`config.mk`:
```
export PLATFORM = sky130hd
export DESIGN_NAME = sccz_top
export DESIGN_NICKNAME = d
export VERILOG_FILES = /design/src/hdl/sccz_pkg.sv /design/src/hdl/sccz_clkdiv.sv /design/src/hdl/sccz_top.sv
export VERILOG_INCLUDE_DIRS = /design/src /design/src/hdl
export SDC_FILE = /design/constraint.sdc
export NUM_CORES = 1
export LEC_CHECK = 0
export CORE_ASPECT_RATIO = 0.8
export CORE_UTILIZATION = 45
export CTS_CLUSTER_SIZE = 25
export DETAILED_ROUTE_END_ITERATION = 12
export DONT_BUFFER_PORTS = 1
export SLEW_MARGIN = 5
export SYNTH_ARGS = -nofsm -noshare
export SYNTH_HDL_FRONTEND = slang
export SYNTH_SLANG_ARGS = --single-unit
```
`constraint.sdc`:
```
create_clock -name MCLK -period 5.55 [get_ports MCLK]
set_input_delay 1.3875 -clock MCLK [delete_from_list [all_inputs] [get_ports MCLK]]
set_output_delay 1.3875 -clock MCLK [all_outputs]
set_load 0.02 [all_outputs]
```
`src/hdl/sccz_defs.svh`:
```
// Offsets, field positions, reset values and rule overview of the clock control block
// Overview of operation
// - Gate bit stops peripheral clock in wait
// - Bit 5: zero runs, one stops main
// - Bit 6 forces divide by eight
// - Stop entry from fast modes sets bit 6
// - Main stopped, pin bit clear: pins are inputs
// - Crystal pins usable as ports when unused
// - Reset: low-speed on-chip clock, divided by eight
// - Fast oscillator stopped until enable bit set
// - Division bits choose one, two, four, sixteen
`ifndef SCCZ_DEFS_SVH
`define SCCZ_DEFS_SVH

// ============================================================
// Register indices (byte address is four times the index)
`define SCCZ_IDX_PROTECT     6'h00
`define SCCZ_IDX_STOP_DETECT 6'h01
`define SCCZ_IDX_FAST_OSC    6'h02
`define SCCZ_IDX_STATUS      6'h03
`define SCCZ_IDX_CTL_ZERO    6'h06
`define SCCZ_IDX_CTL_ONE     6'h07

// ============================================================
// Reset values
`define SCCZ_RST_CTL_ZERO    8'h68
`define SCCZ_RST_CTL_ONE     8'h20
`define SCCZ_RST_PROTECT     8'h00
`define SCCZ_RST_STOP_DETECT 8'h04
`define SCCZ_RST_FAST_OSC    8'h00

// ============================================================
// Field positions
`define SCCZ_BIT_WAIT_GATE   2
`define SCCZ_BIT_MAIN_STOP   5
`define SCCZ_BIT_DIV_EIGHT   6
`define SCCZ_BIT_XTAL_PIN    3
`define SCCZ_BIT_DIV_LOW     6
`define SCCZ_BIT_DIV_HIGH    7
`define SCCZ_BIT_WRITE_EN    0
`define SCCZ_BIT_ONCHIP_SRC  2
`define SCCZ_BIT_FAST_EN     0

// ============================================================
// Ratio codes for the CPU clock divider
`define SCCZ_RATIO_ONE       3'h0
`define SCCZ_RATIO_TWO       3'h1
`define SCCZ_RATIO_FOUR      3'h2
`define SCCZ_RATIO_EIGHT     3'h3
`define SCCZ_RATIO_SIXTEEN   3'h4

`define SCCZ_RESP_OKAY       2'h0
`define SCCZ_RESP_SLVERR     2'h2

`endif

```
`src/hdl/sccz_pkg.sv`:
```
// Types shared by the clock control block
package sccz_pkg;

    typedef struct packed {
        logic [3:0] cnt;
        logic       tick;
    } sccz_div_state_t;

    typedef struct packed {
        logic [7:0]  ctl_zero;
        logic [7:0]  ctl_one;
        logic [7:0]  protect;
        logic [7:0]  stop_detect;
        logic [7:0]  fast_osc;
        logic        aw_held;
        logic [5:0]  aw_idx;
        logic        w_held;
        logic [7:0]  w_data;
        logic        w_strb0;
        logic        awready;
        logic        wready;
        logic        bvalid;
        logic [1:0]  bresp;
        logic        arready;
        logic        rvalid;
        logic [31:0] rdata;
        logic [1:0]  rresp;
        logic [2:0]  sync_six;
        logic [2:0]  sync_seven;
        logic        pin_six;
        logic        pin_seven;
        logic        periph_en;
        logic        main_run;
        logic        fast_run;
        logic        port_mode;
        logic        onchip_src;
        logic [7:0]  port_six;
        logic [2:0]  ratio;
    } sccz_state_t;

endpackage

```
`src/hdl/sccz_clkdiv.sv`:
```
// CPU clock enable divider driven by the selected ratio code
`include "sccz_defs.svh"

module sccz_clkdiv (
    input  wire logic       clk,
    input  wire logic       rst,
    input  wire logic [2:0] ratio,
    output logic            tick
);

    sccz_pkg::sccz_div_state_t s;
    sccz_pkg::sccz_div_state_t next_s;

    function automatic logic [3:0] ratio_limit(input logic [2:0] code);
        unique case (code)
            `SCCZ_RATIO_ONE:     ratio_limit = 4'h0;
            `SCCZ_RATIO_TWO:     ratio_limit = 4'h1;
            `SCCZ_RATIO_FOUR:    ratio_limit = 4'h3;
            `SCCZ_RATIO_EIGHT:   ratio_limit = 4'h7;
            `SCCZ_RATIO_SIXTEEN: ratio_limit = 4'hF;
            default:             ratio_limit = 4'h7;
        endcase
    endfunction

    // ============================================================
    // Counter
    always_comb begin
        next_s = s;
        if (s.cnt >= ratio_limit(ratio)) begin
            next_s.cnt  = 4'h0;
            next_s.tick = 1'b1;
        end else begin
            next_s.cnt  = s.cnt + 4'h1;
            next_s.tick = 1'b0;
        end
    end

    always_ff @(posedge clk or posedge rst) begin
        if (rst) begin
            s <= '0;
        end else begin
            s <= next_s;
        end
    end

    assign tick = s.tick;
endmodule

```
`src/hdl/sccz_top.sv`:
```
// Clock control register block with AXI4-Lite slave, pin sharing and CPU clock divider
`include "sccz_defs.svh"

module sccz_top (
    input  wire logic        MCLK,
    input  wire logic        RST,
    input  wire logic [7:0]  AWADDR,
    input  wire logic        AWVALID,
    output logic             AWREADY,
    input  wire logic [31:0] WDATA,
    input  wire logic [3:0]  WSTRB,
    input  wire logic        WVALID,
    output logic             WREADY,
    output logic [1:0]       BRESP,
    output logic             BVALID,
    input  wire logic        BREADY,
    input  wire logic [7:0]  ARADDR,
    input  wire logic        ARVALID,
    output logic             ARREADY,
    output logic [31:0]      RDATA,
    output logic [1:0]       RRESP,
    output logic             RVALID,
    input  wire logic        RREADY,
    input  wire logic        WAIT_MODE,
    input  wire logic        STOP_ENTRY,
    input  wire logic        SPEED_HIGH_MED,
    input  wire logic        CRYSTAL_IN_PIN,
    input  wire logic        CRYSTAL_OUT_PIN,
    output logic             PERIPH_CLK_EN,
    output logic             MAIN_OSC_RUN,
    output logic             FAST_OSC_RUN,
    output logic             CPU_CLK_ONCHIP,
    output logic             CRYSTAL_PORT_MODE,
    output logic             PORT_FOUR_BIT_SIX,
    output logic             PORT_FOUR_BIT_SEVEN,
    output logic             CPU_CLK_TICK
);

    sccz_pkg::sccz_state_t s;
    sccz_pkg::sccz_state_t next_s;

    function automatic logic mapped(input logic [5:0] idx);
        mapped = (idx == `SCCZ_IDX_PROTECT) || (idx == `SCCZ_IDX_STOP_DETECT) ||
                 (idx == `SCCZ_IDX_FAST_OSC) || (idx == `SCCZ_IDX_STATUS) ||
                 (idx == `SCCZ_IDX_CTL_ZERO) || (idx == `SCCZ_IDX_CTL_ONE);
    endfunction

    // ============================================================
    // Register write and read helpers
    function automatic logic [7:0] read_byte(input sccz_pkg::sccz_state_t st, input logic [5:0] idx);
        read_byte = 8'h00;
        unique case (idx)
            `SCCZ_IDX_PROTECT:     read_byte = st.protect;
            `SCCZ_IDX_STOP_DETECT: read_byte = st.stop_detect;
            `SCCZ_IDX_FAST_OSC:    read_byte = st.fast_osc;
            `SCCZ_IDX_STATUS:      read_byte = {2'h0, st.onchip_src, st.port_mode, st.fast_run,
                                                st.main_run, st.periph_en, 1'b0};
            `SCCZ_IDX_CTL_ZERO:    read_byte = st.ctl_zero;
            `SCCZ_IDX_CTL_ONE:     read_byte = st.ctl_one;
            default:               read_byte = 8'h00;
        endcase
    endfunction

    function automatic logic [2:0] ratio_code(input logic [7:0] zero, input logic [7:0] one);
        logic [1:0] sel;
        sel = {one[`SCCZ_BIT_DIV_HIGH], one[`SCCZ_BIT_DIV_LOW]};
        if (zero[`SCCZ_BIT_DIV_EIGHT]) begin
            ratio_code = `SCCZ_RATIO_EIGHT;
        end else begin
            unique case (sel)
                2'h0: ratio_code = `SCCZ_RATIO_ONE;
                2'h1: ratio_code = `SCCZ_RATIO_TWO;
                2'h2: ratio_code = `SCCZ_RATIO_FOUR;
                2'h3: ratio_code = `SCCZ_RATIO_SIXTEEN;
            endcase
        end
    endfunction

    logic do_write;

    always_comb begin
        next_s   = s;
        do_write = s.aw_held && s.w_held && !s.bvalid;

        // ========================================================
        // Write channel capture, either order
        if (AWVALID && s.awready) begin
            next_s.aw_held = 1'b1;
            next_s.aw_idx  = AWADDR[7:2];
        end
        if (WVALID && s.wready) begin
            next_s.w_held  = 1'b1;
            next_s.w_data  = WDATA[7:0];
            next_s.w_strb0 = WSTRB[0];
        end
        if (s.bvalid && BREADY) begin
            next_s.bvalid = 1'b0;
        end
        if (do_write) begin
            next_s.aw_held = 1'b0;
            next_s.w_held  = 1'b0;
            next_s.bvalid  = 1'b1;
            next_s.bresp   = mapped(s.aw_idx) ? `SCCZ_RESP_OKAY : `SCCZ_RESP_SLVERR;
            if (s.w_strb0) begin
                unique case (s.aw_idx)
                    `SCCZ_IDX_PROTECT:     next_s.protect     = s.w_data;
                    `SCCZ_IDX_STOP_DETECT: next_s.stop_detect = s.w_data;
                    `SCCZ_IDX_FAST_OSC:    next_s.fast_osc    = s.w_data;
                    `SCCZ_IDX_CTL_ZERO: begin
                        if (s.protect[`SCCZ_BIT_WRITE_EN]) begin
                            next_s.ctl_zero = s.w_data;
                        end
                    end
                    `SCCZ_IDX_CTL_ONE: begin
                        if (s.protect[`SCCZ_BIT_WRITE_EN]) begin
                            next_s.ctl_one = s.w_data;
                        end
                    end
                    default: begin
                    end
                endcase
            end
        end

        // stop entry from high or medium speed forces divide by eight
        if (STOP_ENTRY && SPEED_HIGH_MED) begin
            next_s.ctl_zero[`SCCZ_BIT_DIV_EIGHT] = 1'b1;
        end

        // ========================================================
        // Read channel
        if (s.rvalid && RREADY) begin
            next_s.rvalid = 1'b0;
        end
        if (ARVALID && s.arready) begin
            next_s.rvalid = 1'b1;
            next_s.rdata  = {24'h00_0000, read_byte(s, ARADDR[7:2])};
            next_s.rresp  = mapped(ARADDR[7:2]) ? `SCCZ_RESP_OKAY : `SCCZ_RESP_SLVERR;
        end
        next_s.awready = !next_s.aw_held && !next_s.bvalid;
        next_s.wready  = !next_s.w_held && !next_s.bvalid;
        next_s.arready = !next_s.rvalid;

        // ========================================================
        // Pin synchronisers; value moves when stages two and three agree
        next_s.sync_six   = {s.sync_six[1:0], CRYSTAL_IN_PIN};
        next_s.sync_seven = {s.sync_seven[1:0], CRYSTAL_OUT_PIN};
        if (s.sync_six[1] == s.sync_six[2]) begin
            next_s.pin_six = s.sync_six[2];
        end
        if (s.sync_seven[1] == s.sync_seven[2]) begin
            next_s.pin_seven = s.sync_seven[2];
        end

        // ========================================================
        // Clock controls
        // wait mode peripheral gating
        next_s.periph_en  = !(WAIT_MODE && next_s.ctl_zero[`SCCZ_BIT_WAIT_GATE]);
        next_s.main_run   = !next_s.ctl_zero[`SCCZ_BIT_MAIN_STOP];
        next_s.fast_run   = next_s.fast_osc[`SCCZ_BIT_FAST_EN];
        next_s.onchip_src = next_s.stop_detect[`SCCZ_BIT_ONCHIP_SRC];
        next_s.port_mode  = next_s.ctl_zero[`SCCZ_BIT_MAIN_STOP] && !next_s.ctl_one[`SCCZ_BIT_XTAL_PIN];
        // port values only in port mode
        next_s.port_six   = {6'h00, next_s.port_mode && next_s.pin_seven, next_s.port_mode && next_s.pin_six};
        next_s.ratio      = ratio_code(next_s.ctl_zero, next_s.ctl_one);
    end

    always_ff @(posedge MCLK or posedge RST) begin
        if (RST) begin
            s             <= '0;
            s.ctl_zero    <= `SCCZ_RST_CTL_ZERO;
            s.ctl_one     <= `SCCZ_RST_CTL_ONE;
            s.protect     <= `SCCZ_RST_PROTECT;
            s.stop_detect <= `SCCZ_RST_STOP_DETECT;
            s.fast_osc    <= `SCCZ_RST_FAST_OSC;
            s.awready     <= 1'b1;
            s.wready      <= 1'b1;
            s.arready     <= 1'b1;
            s.periph_en   <= 1'b1;
            s.onchip_src  <= 1'b1;
            // stop bit set, pin bit clear at reset: pins already ports
            s.port_mode   <= 1'b1;
            s.ratio       <= `SCCZ_RATIO_EIGHT;
        end else begin
            s <= next_s;
        end
    end

    sccz_clkdiv u_div (
        .clk   (MCLK),
        .rst   (RST),
        .ratio (s.ratio),
        .tick  (CPU_CLK_TICK)
    );

    assign AWREADY             = s.awready;
    assign WREADY              = s.wready;
    assign BVALID              = s.bvalid;
    assign BRESP               = s.bresp;
    assign ARREADY             = s.arready;
    assign RVALID              = s.rvalid;
    assign RDATA               = s.rdata;
    assign RRESP               = s.rresp;
    assign PERIPH_CLK_EN       = s.periph_en;
    assign MAIN_OSC_RUN        = s.main_run;
    assign FAST_OSC_RUN        = s.fast_run;
    assign CPU_CLK_ONCHIP      = s.onchip_src;
    assign CRYSTAL_PORT_MODE   = s.port_mode;
    assign PORT_FOUR_BIT_SIX   = s.port_six[0];
    assign PORT_FOUR_BIT_SEVEN = s.port_six[1];
endmodule

```
==> out/summary.txt <==
status: finished clean
H-tree levels: 3
post-CTS setup buffers: 0
drt drc: 0
worst-path maximum fanout: 5
Die W: 111 microns
actual slew at the worst max-slew pin: 0.996 ns
initial DRC count: 68
Clock Path Buffers: 2
switching share of power: 30.3%
Initial Util: 46.7%
crit path DAT: 2.77 ns
LEAKAGE: 2.04 nW
CTS sink cnt: 93
Final ANT Viol Nets: 0
clock root buffer: clkbuf_16
final cell count without fillers: 435
sw power: 0.611 mW
largest family of logic cells by synthesized area: multiplexers
fillcell total: 836
fmax: 398 MHz
worst rel slew slack: 33.6%
placed cells: 419
sequential share of power: 51.6%
compound-cell area share of the yosys netlist: 5.73%
setup ws final: 3.04 ns
Area Overhead vs Synth: 5.70%
ANT cells: 0
Unique masters post-synth: 50
CTS buffer count: 9
final hold vios: 0
area post-placement: 4200 sq um
Top Ports: 113
Total Wirelength: 7650 microns
IR drop worst, VDD: 0.250 mV
Final #Nets: 384
# port buffers: 0
routed length per instance: 17.6 microns
R2R setup slack: 3.14 ns
hold crit path type: reg -> reg
Final Critical Period: 2.51 ns
critical path capture point type: flop
critical path required time: 5.81 ns
die height: 89.0 microns
hold_buf cts: 0
initial antenna violation count: 0
routed vias: 2331
DR pass1 iterations: 4
full die area: 9850 sq um
# setup viols final: 0
Worst Setup Start Kind: input pin
max_cap viols: 0
Simple-Gate Fraction of Synth Area: 9.38%
gr usage total: 16.4%
Core Area: 9110 sq um
Comb power frac: 17.9%
cell taking the most area after synthesis: dfrtp_1
vias per cell: 5.36
clock-pin slew on the worst setup and hold paths: 0.06 ns
design area: 4500 sq um
main flop type after synthesis: dfrtp_1
number of global-route vias before repair: 2260
most common cell in the netlist: dfrtp_1
Synth Warn #: 0
Worst-Skew Late Latency: 0.34 ns
post-synthesis mux area share: 19.2%
post-synthesis sequential area ratio: 55.0%
Crit Path Class: in -> reg
Clock power frac: 30.5%
Row Count: 31
Area contributors post-synth: dfrtp_1 (48%), mux2_2 (13%), dfstp_2 (7.4%)
final-report max-slew violation count: 0
number of synthesized flops with an enable pin: 0
grt total ovfl: 0
Resized cells post-CTS: 0
CTS tree: yes
register bit count reported by yosys: 93
Layout Skew: 0.00634 ns
setup_tns: 0 ns
share of the synthesized area in the top cell type: 47.6%
FFs w/ async S/R, synth: 100%
cell-internal power: 1.40 mW
Mapped Cells: 322
Final HPWL DP: 5240 microns
dpl ws: 2.74 ns
adder-cell share of the synthesized area: 1.94%
largest net degree at the start of global routing: 60
share of cells above drive strength 1: 29.4%
first-pass GRT wire length: 12000 microns
Synth Cell Area: 4260 sq um
RSZ-0062 raised after global routing: no
XOR/XNOR share of the synthesized area: 0.412%
pwr dens: 448 nW/um^2
Avg Cell Area, Syn: 13.2 sq um
GPL Wtd Cong: 0.736
fin crit share: 45.2%
top post-synthesis cells by count: dfrtp_1 (81), mux2_2 (48), buf_4 (36)
==> power groups by stage <==
stage / Sequential [mW] / Combinational, mW / Clock [mW]
floorplan: 0.987 / 0.351 / 0
global placement: 1.05 / 0.350 / 0
detailed placement: 1.05 / 0.362 / 0
CTS: 1.04 / 0.364 / 0.633
global route: 1.07 / 0.402 / 0.661
finish: 1.04 / 0.360 / 0.615
==> critical path: stages <==
cell      delay (ns)
nor4b_1         0.80
and3_1          0.31
a221oi_1        0.09
a21oi_1         0.18
==> per-layer routing <==
metal  up-vias  global-route usage, %  wire (microns)
li1       1076                      -               -
met1      1175                   22.2            3810
met2        76                   24.8            3320
met3         4                   6.17             474
met4         0                   4.73              49
met5         -                      0               0
==> sequential cells by signal, summed over array words and instances (netlist names) <==
name and flops:
FAST_OSC_RUN 1, RVALID 1, BVALID 1, PERIPH_CLK_EN 1, next_s 4, RRESP 1, u_div.tick 1, PORT_FOUR_BIT_SEVEN 1
ARREADY 1, u_div.s 4, BRESP 1, CRYSTAL_PORT_MODE 1, AWREADY 1, RDATA 8, PORT_FOUR_BIT_SIX 1, s 63
WREADY 1, MAIN_OSC_RUN 1
==> cells in the final DEF (no fill, tap or decap), types with 5 or more instances in the layout <==
cell type and instances:
dfrtp_1 81, mux2_2 48, conb_1 26, nand2_1 14, dfstp_2 12, a21oi_1 11, nor2_1 10, clkbuf_16 9
inv_1 8, mux2_1 7, mux2i_1 7, o21ai_0 6, nand3_1 5, mux4_2 5, nor3b_1 5, ha_1 5
==> metrics by stage <==
step / total power [mW] / hold WS [ns] / util (%)
CTS: 2.04 / 0.350 / 49.4
global route: 2.13 / 0.353 / 49.4
finish: 2.02 / 0.349 / 49.4
detailed placement: 1.42 / 0.336 / 46.1
global placement: 1.40 / 0.335 / 46.1
floorplan: 1.34 / 0.331 / -
==> cells by family (layout without fill, tap and decap cells) <==
| logic type | after synthesis | in the layout |
|---|---|---|
| AO/OA/AOI/OAI | 36 | 36 |
| XOR/XNOR | 2 | 2 |
| adder cells (fa/ha/maj) | 7 | 7 |
| buffers and inverters | 55 | 28 |
| flip-flops | 93 | 93 |
| multiplexers | 68 | 68 |
| other | 1 | 26 |
| AND/OR/NAND/NOR | 60 | 60 |
==> cell type report <==
| cell class | instances | area [sq um] | share of cell area [%] |
|---|---|---|---|
| multi-input cells | 199 | 1660 | 36.8 |
| inverters | 10 | 38.8 | 0.862 |
| flip-flops and latches | 93 | 2340 | 52.1 |
| well taps | 115 | 144 | 3.20 |
| clock buffers | 11 | 243 | 5.39 |
| clock inverters | 5 | 58.8 | 1.31 |
| repair buffers | 2 | 15.0 | 0.334 |
==> final timing paths <==
| check | to | cells past startpoint | startpoint |
|---|---|---|---|
| worst max-delay path | RDATA[4] | 4 | ARADDR[5] |
| worst min-delay path | next_s[20] | 0 | next_s[19] |
| worst max register to register | s[0] | 4 | BVALID |
| worst min register to register | next_s[20] | 0 | next_s[19] |
| max in group asynchronous | ARREADY | 2 | RST |
| min in group asynchronous | next_s[22] | 1 | RST |
No activity file was read; power rests on OpenSTA's default activity.
